### src/apwp_pkg.sv
package apwp_pkg;
  // ----------------------------------------
  // Widths and lane layout
  // ----------------------------------------
  localparam int DATA_W      = 12;
  localparam int LOW_LANES   = 8;
  localparam int HI_BITS     = 4;
  localparam int CH_W        = 3;
  localparam int CH_LSB      = 4;
  localparam int SHORT_PAD   = 2;
  localparam int WORD_HI_LSB = 9;
  localparam int WORD_HI_W   = 3;
  localparam int BIT8_POS    = 8;
  // ----------------------------------------
  // Reset values
  // ----------------------------------------
  localparam logic [11:0] REG_RST = 12'h000;
  localparam logic [2:0]  CH_RST  = 3'h0;
endpackage

### src/apwp_lane_if.sv
`timescale 1ns/1ps
interface apwp_lane_if;
  logic        word_mode;
  logic        upper_sel;
  logic        short_res;
  logic [11:0] result;
  logic [2:0]  chan_id;
  logic [11:0] rd_word;
  modport mux  (input word_mode, input upper_sel, input short_res, input result,
                input chan_id, output rd_word);
  modport core (output word_mode, output upper_sel, output short_res, output result,
                output chan_id, input rd_word);
endinterface

### src/apwp_port.sv
`timescale 1ns/1ps
// Summary of operation
// - Low lines three-state, gated by strobes
// - Word mode adds lines nine to eleven
// - Ten-bit word and low byte reads zero two low lines
// - Word select high: shared pin is bit8
// - Word select low: shared pin selects byte
// - Low byte travels on lines 0-7
// - High byte top four on lines 0-3
// - High byte read carries channel id
// - Ten-bit low byte read zeros two bits
// - Read when chip select and read low
module apwp_port #(
  parameter bit SHORT_RES = 1'b0
) (
  // Clock and reset
  input  wire logic        ref_clk,
  input  wire logic        nrst,
  input  wire logic        clk_en,
  // Host strobes
  input  wire logic        cs_n,
  input  wire logic        rd_n,
  input  wire logic        wr_n,
  input  wire logic        word_sel,
  // Low data lines
  input  wire logic [7:0]  low_data_lines_i,
  output logic      [7:0]  low_data_lines_o,
  output logic             low_data_lines_oe,
  // Shared bit 8 pin
  input  wire logic        bit8_or_upper_byte_enable_i,
  output logic             bit8_or_upper_byte_enable_o,
  output logic             bit8_or_upper_byte_enable_oe,
  // Upper word lines
  input  wire logic [2:0]  upper_word_data_lines_i,
  output logic      [2:0]  upper_word_data_lines_o,
  output logic             upper_word_data_lines_oe,
  // Conversion side
  input  wire logic [11:0] conv_result,
  input  wire logic [2:0]  conv_chan,
  output logic      [11:0] reg_wdata,
  output logic             reg_wr,
  output logic             reg_wr_upper,
  output logic             reg_wr_word
);
  apwp_lane_if lanes ();
  logic        rd_act;
  logic        wr_act;
  logic        upper_sel;
  logic [11:0] pin_word;
  logic [11:0] dout_r;
  logic [11:0] dout_nxt;
  logic        oe_low_r;
  logic        oe_low_nxt;
  logic        oe_b8_r;
  logic        oe_b8_nxt;
  logic        oe_hi_r;
  logic        oe_hi_nxt;
  logic        wr_prev_r;
  logic        wr_prev_nxt;
  logic        wr_r;
  logic        wr_nxt;
  logic [11:0] wdata_r;
  logic [11:0] wdata_nxt;
  logic        wup_r;
  logic        wup_nxt;
  logic        wword_r;
  logic        wword_nxt;

  // ----------------------------------------
  // Strobe decode
  // ----------------------------------------
  assign rd_act    = !cs_n && !rd_n;
  assign wr_act    = !cs_n && !wr_n;

  // ----------------------------------------
  // Byte select decode
  // ----------------------------------------
  assign upper_sel = !word_sel && bit8_or_upper_byte_enable_i;

  // ----------------------------------------
  // Lane interface to read mux
  // ----------------------------------------
  assign lanes.word_mode = word_sel;
  assign lanes.upper_sel = upper_sel;
  assign lanes.short_res = SHORT_RES;
  assign lanes.result    = conv_result;
  assign lanes.chan_id   = conv_chan;

  apwp_read_mux i_apwp_read_mux (
    .lanes (lanes)
  );

  // ----------------------------------------
  // Pin word assembly
  // ----------------------------------------
  for (genvar b = 0; b < apwp_pkg::DATA_W; b++) begin : g_pin
    if (b < apwp_pkg::LOW_LANES) begin : g_low
      assign pin_word[b] = low_data_lines_i[b];
    end else if (b == apwp_pkg::BIT8_POS) begin : g_b8
      assign pin_word[b] = bit8_or_upper_byte_enable_i;
    end else begin : g_up
      assign pin_word[b] = upper_word_data_lines_i[b-apwp_pkg::WORD_HI_LSB];
    end
  end

  // ----------------------------------------
  // Read path next state
  // ----------------------------------------
  always_comb begin
    dout_nxt   = dout_r;
    oe_low_nxt = 1'b0;
    oe_b8_nxt  = 1'b0;
    oe_hi_nxt  = 1'b0;
    if (rd_act) begin
      dout_nxt   = lanes.rd_word;
      oe_low_nxt = 1'b1;
      if (word_sel) begin
        oe_b8_nxt = 1'b1;
        oe_hi_nxt = 1'b1;
      end
    end
  end

  // ----------------------------------------
  // Read path registers
  // ----------------------------------------
  always_ff @(posedge ref_clk) begin
    if (!nrst) begin
      dout_r   <= apwp_pkg::REG_RST;
      oe_low_r <= 1'b0;
      oe_b8_r  <= 1'b0;
      oe_hi_r  <= 1'b0;
    end else if (clk_en) begin
      dout_r   <= dout_nxt;
      oe_low_r <= oe_low_nxt;
      oe_b8_r  <= oe_b8_nxt;
      oe_hi_r  <= oe_hi_nxt;
    end
  end

  // ----------------------------------------
  // Write strobe tracking
  // ----------------------------------------
  always_comb begin
    wr_prev_nxt = wr_act;
    wr_nxt      = 1'b0;
    if (wr_prev_r && !wr_act) begin
      wr_nxt = 1'b1;
    end
  end

  // ----------------------------------------
  // Write strobe registers
  // ----------------------------------------
  always_ff @(posedge ref_clk) begin
    if (!nrst) begin
      wr_prev_r <= 1'b0;
      wr_r      <= 1'b0;
    end else if (clk_en) begin
      wr_prev_r <= wr_prev_nxt;
      wr_r      <= wr_nxt;
    end
  end

  // ----------------------------------------
  // Write data capture
  // ----------------------------------------
  always_comb begin
    wdata_nxt = wdata_r;
    wup_nxt   = wup_r;
    wword_nxt = wword_r;
    if (wr_act) begin
      wword_nxt = word_sel;
      wup_nxt   = upper_sel;
      case ({word_sel, upper_sel})
        2'b10: begin
          wdata_nxt = pin_word;
        end
        2'b01: begin
          wdata_nxt = {4'h0, pin_word[7:0]};
        end
        default: begin
          wdata_nxt = {4'h0, pin_word[7:0]};
        end
      endcase
    end
  end

  // ----------------------------------------
  // Write data registers
  // ----------------------------------------
  always_ff @(posedge ref_clk) begin
    if (!nrst) begin
      wdata_r <= apwp_pkg::REG_RST;
      wup_r   <= 1'b0;
      wword_r <= 1'b0;
    end else if (clk_en) begin
      wdata_r <= wdata_nxt;
      wup_r   <= wup_nxt;
      wword_r <= wword_nxt;
    end
  end

  // ----------------------------------------
  // Host pin outputs
  // ----------------------------------------
  assign low_data_lines_o             = dout_r[7:0];
  assign low_data_lines_oe            = oe_low_r;
  assign bit8_or_upper_byte_enable_o  = dout_r[apwp_pkg::BIT8_POS];
  assign bit8_or_upper_byte_enable_oe = oe_b8_r;
  assign upper_word_data_lines_o      = dout_r[11:9];
  assign upper_word_data_lines_oe     = oe_hi_r;

  // ----------------------------------------
  // Register side outputs
  // ----------------------------------------
  assign reg_wdata                    = wdata_r;
  assign reg_wr                       = wr_r;
  assign reg_wr_upper                 = wup_r;
  assign reg_wr_word                  = wword_r;
endmodule

### src/apwp_read_mux.sv
`timescale 1ns/1ps
module apwp_read_mux (
  apwp_lane_if.mux lanes
);
  // ----------------------------------------
  // Read lane arrangement
  // ----------------------------------------
  logic [11:0] res_m;
  always_comb begin
    res_m = lanes.result;
    if (lanes.short_res) begin
      res_m[apwp_pkg::SHORT_PAD-1:0] = '0;
    end
    lanes.rd_word = '0;
    if (lanes.word_mode) begin
      lanes.rd_word = res_m;
    end else if (lanes.upper_sel) begin
      lanes.rd_word[apwp_pkg::HI_BITS-1:0] = res_m[11:8];
      lanes.rd_word[apwp_pkg::CH_LSB+:apwp_pkg::CH_W] = lanes.chan_id;
    end else begin
      lanes.rd_word[apwp_pkg::LOW_LANES-1:0] = res_m[7:0];
    end
  end
endmodule

### config.mk
export PLATFORM = sky130hd
export DESIGN_NAME = apwp_port
export DESIGN_NICKNAME = d
export VERILOG_FILES = /design/src/apwp_pkg.sv /design/src/apwp_lane_if.sv /design/src/apwp_port.sv /design/src/apwp_read_mux.sv
export SDC_FILE = /design/constraint.sdc
export NUM_CORES = 1
export LEC_CHECK = 0
export BUFFER_PORTS_ARGS = -buffer_cell sky130_fd_sc_hd__buf_2
export CELL_PAD_IN_SITES_DETAIL_PLACEMENT = 0
export CELL_PAD_IN_SITES_GLOBAL_PLACEMENT = 1
export CORE_MARGIN = 4
export CORE_UTILIZATION = 33
export DETAILED_ROUTE_END_ITERATION = 16
export GPL_TIMING_DRIVEN = 1
export HOLD_SLACK_MARGIN = 0.08
export PLACE_DENSITY_LB_ADDON = 0.1
export SLEW_MARGIN = 10
export SYNTH_ARGS = -nofsm -noshare
export SYNTH_HDL_FRONTEND = slang
export SYNTH_SLANG_ARGS = --single-unit
export TNS_END_PERCENT = 100
### constraint.sdc
create_clock -name ref_clk -period 2.6 [get_ports ref_clk]
set_clock_uncertainty 0.2 [all_clocks]
set_input_delay 0.78 -clock ref_clk [delete_from_list [all_inputs] [get_ports ref_clk]]
set_output_delay 0.78 -clock ref_clk [all_outputs]
set_load 0.005 [all_outputs]
==> results by group, run 1 <==
Setup path
  – Critical Path RT: 2.57 ns
  – Worst R2R Setup Slack: 1.57 ns
  – Setup crit end kind: flop
  – Worst R2R End: reg_wr$_SDFFE_PN0P_
  – FF-to-FF path depth: 2
  – Crit-path max FO: 16
  – Critical Path Start Type: input port
  – Arr. time, crit path: 1.78 ns
  – Crit Path Class: input port to flop
  – Worst flop-to-flop path startpoint: wr_prev_r$_SDFFE_PN0P_

Cells and area
  – Register Area: roughly 600 µm²
  – Area growth, synth to finish: 33.09%
  – Post-route cell area: approximately 0.0016 mm²
  – Filler cells: 366
  – Leading cell type in the layout, fill and taps excluded: buf_2
  – Ant diodes: 0
  – Multi-input logic area: 545.5 µm²
  – Commonest cells after routing, fill and taps aside: buf_2, nand2_1, dfxtp_1, a21boi_0, a21oi_1
  – Layout cell share with drive strength beyond 1: 0.3614
  – NumNets Final: 236

Clock tree
  – CTS buffer count: 5
  – Clock transition at the registers of the reported paths: around 0.05 ns
  – CTS max path bufs: 2
  – Post-CTS Hold Fix Bufs: 0
  – # clock sinks: 30
  – H-tree Lvls: 2
  – Clock latency on the worst-skew pair: 0.27 ns
  – Clk root buf: clkbuf_8
  – CTS tree: done
  – CTS resizes: 0
  – Post-CTS setup buffer count: 0

Hold path
  – Worst Hold Class: flop to flop
  – Hold depth: 2
  – Min-Delay Startpoint: reg_wdata[10]$_SDFFE_PN0P_
  – WHS Endpoint: reg_wdata[10]$_SDFFE_PN0P_

GRT
  – Grt total ovfl: 0
  – First-pass GRT wire length: 4.650 mm
  – Vias in the first global route: 1083
  – Largest net degree at the start of global routing: 31
  – Initial antenna violation count: 0
  – Global-route usage over all layers: 0.1360

Routing
  – Number of remaining DRC errors: 0
  – Initial DRT Pass Iterations: 4
  – Vias per inst: 4.694
  – WL/cell: 12.52 µm
  – Total wire length: 3.105 mm
  – Detail Route Antenna Nets: 0
  – Via Count: 1164
  – Iter 0 DRT Violations: 39

Die
  – Die area: 0.004699 mm²
  – Row count: 21
  – Initial core utilization: 0.3515
  – Die H: 68.55 µm
  – Area of the core: ~0.0034 mm²
  – Die Width: 68.55 µm
  – I/O Pins: 64

STA
  – Slew @ Worst Pin: 0.5521 ns
  – TNS Setup: 0 ns
  – Fmax: between 0.5 and 0.6 GHz
  – RSZ-0062 raised after global routing: no
  – Final Max Tran Viols: 0
  – Final setup fails: 0
  – Max_slew headroom: 0.6312
  – Final cycle utilization of the critical path: 0.6983
  – Final min period: 1.816 ns
  – Fin. Hold Viols: 0

Yosys
  – Synth Net Count: around 180
  – Ys Warns: 0
  – Syn Area/Cell: 8.520 µm²
  – Post-Syn Instances: roughly 140
  – Seq/Total Area, Yosys: 0.4964
  – Number of synthesized register bits: 30
  – Post-Synthesis Cell Area: 0.001210 mm²
  – Post-synth cell types: 17

Pwr
  – Share of power burned in registers: 0.528
  – Leakage: 0.7466 nW
  – Pwr Total: 0.9129 mW
  – Peak VDD IR: 277.3 µV
  – P_int: 0.7056 mW
  – NetSw: 0.2073 mW
  – Sw Share: 0.2270
  – Combinational power share: 0.105
  – Pwr dens: 566.9 mW/mm²
  – Clock power frac: 0.366

Placement
  – Port buffer count: 63
  – Post-DP Area: 0.001534 mm²
  – GPL Wtd Cong: 0.7000
  – Detailed placement HPWL: 2.297 mm

Status
  – Status: complete, no violations

Job
  – Max-Cap Viols: 0
-- final cells by class --
cell class                      count  area share
Sequential cell                    30      0.3730
Multi-Input combinational cell    100      0.3388
Timing Repair Buffer               65      0.2051
Clock buffer                        7     0.04740
Tap cell                           46     0.03574
-- worst max-delay path by stage --
stage	from	to	slack, ns	cells past startpoint
2_1_floorplan	wr_n	reg_wr$_SDFFE_PN0P_	0.73	4
3_3_place_gp	wr_n	reg_wr$_SDFFE_PN0P_	0.50	3
3_5_place_dp	clk_en	reg_wr$_SDFFE_PN0P_	0.47	3
4_1_cts	clk_en	reg_wr$_SDFFE_PN0P_	0.76	3
5_1_grt	clk_en	reg_wdata[4]$_SDFFE_PN0P_	0.68	4
6_report	clk_en	reg_wr$_SDFFE_PN0P_	0.78	3
-- flip-flops by register name, indices dropped and copies added, names as in the netlist --
register and cells:
reg_wdata 12, reg_wr_word 1, wr_prev_r 1, low_data_lines_oe 1, upper_word_data_lines_oe 1, reg_wr 1
dout_r 12, reg_wr_upper 1
-- kinds of logic (layout without fill, tap and decap cells) --
group / Yosys count / in the layout / synth area share
AOI/OAI and AO/OA: 43 / 43 / 0.2213
and+or+nand+nor: 56 / 56 / 0.2203
buffers and inverters: 12 / 72 / 0.05273
muxes: 1 / 1 / 0.009306
DFF: 30 / 30 / 0.4964
-- power groups by stage --
stage	logic (mW)	registers (mW)	clock network, mW
5_1_grt	0.109	0.484	0.359
4_1_cts	0.0985	0.482	0.348
3_3_place_gp	0.0956	0.492	0
6_report	0.0963	0.482	0.334
2_1_floorplan	0.0457	0.493	0
3_5_place_dp	0.0984	0.492	0
-- layer usage --
metal	GRT usage	part of all wire
met1	0.1456	0.40
met2	0.2300	0.49
met3	0.06969	0.11
met4	0.04467	0.0045
met5	0	0
-- metrics by stage --
step / std cells / utilization / hold slack (ns) / setup WS [ns]
global route: 248 / 0.4678 / 0.2861 / 0.6787
finish: 248 / 0.4678 / 0.2572 / 0.7843
floorplan: 142 / - / 0.2447 / 0.7256
global placement: 241 / 0.4457 / 0.2377 / 0.5044
CTS: 248 / 0.4678 / 0.2613 / 0.7605
detailed placement: 241 / 0.4457 / 0.2537 / 0.4717
-- cells in the mapped netlist --
cell type  instances  area, µm²
and3_1             1      6.260
buf_2              3      15.01
o21ai_0            7      35.03
nor2b_1            3      18.77
or3b_1             2      17.52
nor3b_2            2      25.02
nand2_1           36      135.1
a21oi_1           15      75.07
buf_4              2      15.01
dfxtp_1           30      600.6
nand2b_1           3      18.77
a21boi_0          19      142.6
a21boi_1           2      15.01
clkbuf_1           6      22.52
buf_6              1      11.26
nand3_1            9      45.04
mux2_2             1      11.26
-- critical path: stages --
cell,delay (ns)
buf_2,0.14
or3b_1,0.59
and3_1,0.27
(Power assumes the default switching activity.)
==> run 2: changes to the inputs <==
--- a/config.mk
+++ b/config.mk
@@ -9,7 +9,7 @@
 export CELL_PAD_IN_SITES_DETAIL_PLACEMENT = 0
 export CELL_PAD_IN_SITES_GLOBAL_PLACEMENT = 1
 export CORE_MARGIN = 4
-export CORE_UTILIZATION = 33
+export CORE_UTILIZATION = 30
 export DETAILED_ROUTE_END_ITERATION = 16
 export GPL_TIMING_DRIVEN = 1
 export HOLD_SLACK_MARGIN = 0.08
==> constraint.sdc (replaced) <==
create_clock -name ref_clk -period 1.85 [get_ports ref_clk]
set_clock_uncertainty 0.2 [all_clocks]
set_input_delay 0.555 -clock ref_clk [delete_from_list [all_inputs] [get_ports ref_clk]]
set_output_delay 0.555 -clock ref_clk [all_outputs]
set_load 0.005 [all_outputs]
==> run 2 against run 1 <==
Global-route usage is 0.13 points lower. Critical path type unchanged. Die area rose by 8.8%. Highest routed layer unchanged. Non-clock buffer count rose by 3. Design area rose by 1.9%. Setup slack lost 0.55 ns. Combinational power up 47%. Clock power rose by 50%. Wire length increased by 4.4%. Critical endpoint is now dout_r[1]$_SDFFE_PN0P_. Sequential share of layout area decreased by 0.71 points.
==> results by group, run 2 (synthesis gave the netlist of run 1 again) <==
STA
  – Fmax: 0.6198 GHz
  – TNS Setup: 0 ns (unchanged)
  – Final cycle utilization of the critical path: 0.8722
  – RSZ-0062 raised after global routing: no
  – Final Max Tran Viols: 0 (unchanged)
  – Slew @ Worst Pin: 0.4562 ns (-0.09589 ns)
  – Final setup fails: 0 (unchanged)
  – Final min period: 1.614 ns
  – Max_slew headroom: 0.6959 (+0.06468)
  – Fin. Hold Viols: 0 (unchanged)

Cells and area
  – Leading cell type in the layout, fill and taps excluded: buf_2
  – NumNets Final: 239 (+1.3%)
  – Commonest cells after routing, fill and taps aside: buf_2, nand2_1, dfxtp_1, a21boi_0, a21oi_1
  – Area growth, synth to finish: 35.68%
  – Final cell count without fillers: 252 (+1.6%)
  – Ant diodes: 0 (unchanged)
  – Layout cell share with drive strength beyond 1: 0.3775 (+0.01606)

Setup path
  – FF-to-FF path depth: 2 (unchanged)
  – CP dominant cell by count: a21oi_1
  – CP max stage delay: 0.59 ns (about the same)
  – Setup crit end kind: flop
  – Cell Chain, Critical Path: buf_2, or3b_1, a21oi_1, a21oi_1
  – Arr. time, crit path: 1.58 ns (-0.20 ns)
  – Crit Path Class: input port to flop
  – Slowest CP cell: or3b_1
  – Critical Path RT: 1.81 ns (-0.76 ns)
  – Critical Path Start Type: input port
  – Worst path top cell family by delay: simple AND/OR/NAND/NOR gates
  – Levels on crit path: 4 (+1)
  – Crit-path max FO: 13 (-3)
  – Bufs and invs on worst path: 1 (unchanged)

Pwr
  – Peak VDD IR: 369.4 µV (+33%)
  – Leakage: 0.7657 nW (+2.6%)
  – Pwr dens: 804.4 mW/mm² (+42%)

Routing
  – Via Count: 1185 (+1.8%)
  – Number of remaining DRC errors: 0 (unchanged)
  – Total wire length: 3.242 mm (+4.4%)
  – Iter 0 DRT Violations: 60 (+54%)
  – Detail Route Antenna Nets: 0 (unchanged)
  – WL/cell: 12.87 µm (+2.8%)
  – Vias per inst: 4.702 (+0.19%)
  – Initial DRT Pass Iterations: 4 (unchanged)

Die
  – Die Width: 71.51 µm (+4.3%)
  – Area of the core: 0.003771 mm² (+9.6%)
  – Row count: 22 (+4.8%)
  – Die area: 0.005113 mm² (+8.8%)
  – Die H: 71.51 µm (+4.3%)
  – Initial core utilization: 0.3208 (-0.03067)
  – I/O Pins: 64 (unchanged)

Job
  – Max-Cap Viols: 0 (unchanged)

Placement
  – Placed cells: 246 (+2.1%)
  – GPL Wtd Cong: 0.7257 (+3.7%)
  – Port buffer count: 63 (unchanged)
  – Detailed placement HPWL: 2.350 mm (+2.3%)

GRT
  – Largest net degree at the start of global routing: 31 (unchanged)
  – First-pass GRT wire length: 5.395 mm (+16%)
  – Initial antenna violation count: 0 (unchanged)
  – Vias in the first global route: 1189 (+9.8%)
  – Global-route usage over all layers: 0.1346 (-0.001330)
  – Grt total ovfl: 0 (unchanged)

Clock tree
  – H-tree Lvls: 2 (unchanged)
  – Clock latency on the worst-skew pair: 0.27 ns (about the same)
  – # clock sinks: 30 (unchanged)
  – CTS max path bufs: 2 (unchanged)
  – Post-CTS setup buffer count: 0 (unchanged)
  – CTS resizes: 0 (unchanged)
  – Clk root buf: clkbuf_8
  – CTS buffer count: 5 (unchanged)
  – Post-CTS Hold Fix Bufs: 0 (unchanged)
  – Clock transition at the registers of the reported paths: 0.06 ns (about the same)
  – CTS tree: done

Hold path
  – Hold depth: 2 (unchanged)
  – Worst Hold Class: flop to flop

Status
  – Status: complete, no violations
[run 2: cell types whose count changed in the layout (fill, tap and decap cells not counted), sizes merged]
cell    previous run  this run
buf               65        68
clkbuf             7         6
[run 2: per-stage QoR]
stage | instance area [µm²] | setup slack, ns | hold slack (ns) | power, mW | util
global route | 1642 | 0.1431 | 0.2867 | 1.390 | 0.4353
floorplan | 1210 | 0.2006 | 0.2447 | 0.7576 | -
global placement | 1559 | -0.01308 | 0.2468 | 0.8301 | 0.4134
finish | 1642 | 0.2365 | 0.2528 | 1.320 | 0.4353
CTS | 1642 | 0.2345 | 0.2596 | 1.348 | 0.4353
detailed placement | 1559 | -0.04894 | 0.2509 | 0.8350 | 0.4134
[run 2: metal layers]
layer	up-vias	wire (µm)	track usage	part of all wire
li1	598	-	-	-
met1	539	1382	0.1575	0.43
met2	46	1542	0.2133	0.48
met3	2	293	0.06452	0.090
met4	0	24	0.05010	0.0074
met5	-	0	0	0
[run 2: final timing paths]
| check | endpoint | slack (ns) | startpoint |
|---|---|---|---|
| worst max-delay path | dout_r[1]$_SDFFE_PN0P_ | 0.24 | cs_n |
| worst max register to register | reg_wr$_SDFFE_PN0P_ | 0.82 | wr_prev_r$_SDFFE_PN0P_ |
| worst min-delay path | reg_wdata[3]$_SDFFE_PN0P_ | 0.25 | reg_wdata[3]$_SDFFE_PN0P_ |
| worst min register to register | reg_wdata[3]$_SDFFE_PN0P_ | 0.25 | reg_wdata[3]$_SDFFE_PN0P_ |
[run 2: area by class of cell]
class,count,area [µm²]
Timing Repair Buffer,68,352.8
Clock buffer,6,82.58
Multi-Input combinational cell,100,545.5
Fill cell,396,2130
Sequential cell,30,600.6
Tap cell,48,60.06
[run 2: worst register-to-register path, stage by stage (launching register included)]
cell and delay, ns:
dfxtp_1 0.30, mux2_2 0.25, and3_1 0.17
[run 2: report_power, final]
| group | internal [mW] | switching [mW] |
|---|---|---|
| Combinational | 0.0697 | 0.0720 |
| Clock | 0.286 | 0.216 |
| Sequential | 0.668 | 0.00926 |
| Total | 1.02 | 0.297 |
==> run 3: changes to the inputs <==
--- a/config.mk
+++ b/config.mk
@@ -9,7 +9,7 @@
 export CELL_PAD_IN_SITES_DETAIL_PLACEMENT = 0
 export CELL_PAD_IN_SITES_GLOBAL_PLACEMENT = 1
 export CORE_MARGIN = 4
-export CORE_UTILIZATION = 30
+export CORE_UTILIZATION = 27
 export DETAILED_ROUTE_END_ITERATION = 16
 export GPL_TIMING_DRIVEN = 1
 export HOLD_SLACK_MARGIN = 0.08
==> constraint.sdc (replaced) <==
create_clock -name ref_clk -period 1.3 [get_ports ref_clk]
set_clock_uncertainty 0.2 [all_clocks]
set_input_delay 0.39 -clock ref_clk [delete_from_list [all_inputs] [get_ports ref_clk]]
set_output_delay 0.39 -clock ref_clk [all_outputs]
set_load 0.005 [all_outputs]
==> run 3 against run 2 <==
The run now ends with setup timing left. Power up 82%. Sequential power up 43%. First-iteration DRC count up 23%. Die area up 9.8%. Worst hold slack worse by 0.12 ns. Sequential share of layout area down 4.2 points. Non-clock buffer count up 10. Critical path depth down 3. Final cell count up 6.7%. Via count up 3.0%. Register-to-register slack worse by 0.57 ns.
==> results by group, run 3 (synthesis gave the netlist of run 1 again) <==
Routing
  – Detail Route Antenna Nets: 0 (unchanged)
  – Total wire length: 3.469 mm (+7.0%)
  – Via Count: 1220 (+3.0%)
  – Initial DRT Pass Iterations: 4 (unchanged)
  – Vias per inst: 4.535 (-3.6%)
  – Iter 0 DRT Violations: 74 (+23%)
  – Number of remaining DRC errors: 0 (unchanged)
  – WL/cell: 12.90 µm (+0.24%)

Cells and area
  – Area growth, synth to finish: 62.46%
  – Commonest cells after routing, fill and taps aside: buf_2, nand2_1, dfxtp_2, a21boi_1, buf_6
  – Layout cell share with drive strength beyond 1: 0.5853 (+0.2078)
  – Leading cell type in the layout, fill and taps excluded: buf_2
  – Ant diodes: 0 (unchanged)
  – NumNets Final: 250 (+4.6%)
  – Final cell count without fillers: 269 (+6.7%)

STA
  – Fmax: 0.7636 GHz
  – Slew @ Worst Pin: 0.1637 ns (-0.2925 ns)
  – Final setup fails: 16 (+16)
  – Max_slew headroom: 0.8904 (+0.1945)
  – Final Max Tran Viols: 0 (unchanged)
  – Fin. Hold Viols: 0 (unchanged)
  – Final min period: 1.310 ns
  – Final cycle utilization of the critical path: 1.007
  – RSZ-0062 raised after global routing: yes
  – Worst setup margin: -0.009649 ns (-0.2461 ns)

Setup path
  – Bufs and invs on worst path: 1 (unchanged)
  – Crit Path Class: flop to primary output
  – Crit-path max FO: 2 (-11)
  – Slowest CP cell: dfxtp_2
  – Critical Path Start Type: flop
  – CP max stage delay: 0.32 ns (-0.27 ns)
  – Arr. time, crit path: 0.72 ns (-0.86 ns)
  – Worst path top cell family by delay: flip-flops
  – Setup crit end kind: primary output
  – Critical Path RT: 0.71 ns (-1.10 ns)
  – Cell Chain, Critical Path: buf_2

Clock tree
  – Clock transition at the registers of the reported paths: 0.07 ns (about the same)
  – H-tree Lvls: 2 (unchanged)
  – Clk root buf: clkbuf_8
  – CTS max path bufs: 2 (unchanged)
  – Post-CTS Hold Fix Bufs: 0 (unchanged)
  – # clock sinks: 30 (unchanged)
  – CTS tree: done
  – CTS buffer count: 5 (unchanged)
  – Clock latency on the worst-skew pair: 0.28 ns (about the same)

Pwr
  – NetSw: 0.4791 mW (+61%)
  – Sw Share: 0.1998 (-0.02515)
  – Combinational power share: 0.110 (+0.003)
  – Leakage: 0.8860 nW (+16%)
  – Clock power frac: 0.485 (+0.105)
  – Pwr dens: 1220 mW/mm² (+52%)
  – Peak VDD IR: 713.6 µV (+93%)
  – P_int: 1.918 mW (+87%)
  – Share of power burned in registers: 0.405 (-0.108)

GRT
  – Grt total ovfl: 0 (unchanged)
  – Largest net degree at the start of global routing: 31 (unchanged)
  – Global-route usage over all layers: 0.1229 (-0.01170)
  – Initial antenna violation count: 0 (unchanged)
  – First-pass GRT wire length: 5.181 mm (-4.0%)
  – Vias in the first global route: 1195 (+0.50%)

Placement
  – Port buffer count: 63 (unchanged)
  – Placed cells: 260 (+5.7%)
  – Detailed placement HPWL: 2.496 mm (+6.2%)
  – Pre-CTS WS: -0.2516 ns (-0.2026 ns)
  – GPL Wtd Cong: 0.7542 (+3.9%)

Die
  – Die Width: 74.94 µm (+4.8%)
  – I/O Pins: 64 (unchanged)
  – Die H: 74.94 µm (+4.8%)
  – Die area: 0.005616 mm² (+9.8%)
  – Row count: 24 (+9.1%)
  – Initial core utilization: 0.2779 (-0.04296)
  – Area of the core: 0.004354 mm² (+15%)

Status
  – Failing checks: setup timing
  – Status: complete, but fails checks

Hold path
  – Worst Hold Class: input port to flop

Job
  – Max-Cap Viols: 0 (unchanged)
## run 3: per-layer routing
metal | vias up | wire [µm] | track usage
met5 | - | 0 | 0
met4 | 0 | 15 | 0.03557
met3 | 2 | 247 | 0.05073
met2 | 34 | 1739 | 0.2060
met1 | 558 | 1466 | 0.1439
li1 | 626 | - | -
## run 3: stage by stage
| step | utilization | TNS [ns] | total power [mW] | hold WS (ns) | area, µm² |
|---|---|---|---|---|---|
| final | 0.4514 | -0.04112 | 2.397 | 0.1363 | 1966 |
| after global placement | 0.3859 | -6.398 | 1.222 | 0.2346 | 1680 |
| after detailed placement | 0.3859 | -6.626 | 1.226 | 0.2459 | 1680 |
| after floorplan | - | -2.333 | 1.093 | 0.2407 | 1255 |
| after global routing | 0.4514 | -0.8781 | 2.509 | 0.1317 | 1966 |
| after CTS | 0.4293 | -0.4500 | 2.409 | 0.1249 | 1869 |
## run 3: final timing paths
check / startpoint / to / slack, ns / depth (start not counted)
setup reg to reg: reg_wr$_SDFFE_PN0P_ / reg_wr$_SDFFE_PN0P_ / 0.25 / 2
hold reg to reg: reg_wdata[11]$_SDFFE_PN0P_ / reg_wdata[11]$_SDFFE_PN0P_ / 0.25 / 2
hold / removal: low_data_lines_i[0] / reg_wdata[0]$_SDFFE_PN0P_ / 0.14 / 3
setup / recovery: reg_wr_upper$_SDFFE_PN0P_ / reg_wr_upper / -0.01 / 1
## run 3: cell type report
cell class	count	area (µm²)
Clock buffer	6	82.58
Tap cell	52	65.06
Multi-Input combinational cell	101	591.8
Sequential cell	30	636.9
Clock inverter	2	60.06
Timing Repair Buffer	78	529.3
Fill cell	430	2389
## run 3: power groups by stage
stage	logic [mW]	registers, mW	clock network (mW)
final	0.263	0.971	1.16
after global routing	0.292	0.974	1.24
after CTS	0.245	0.968	1.20
after detailed placement	0.242	0.984	0
after global placement	0.239	0.983	0
after floorplan	0.106	0.987	0
## run 3: timing repair
| item | in CTS | in global routing |
|---|---|---|
| endpoints found under the setup margin | 30 | 36 |
| gates resized for setup | 29 | 19 |
| setup buffers | 0 | 0 |
| gates cloned | 0 | 1 |
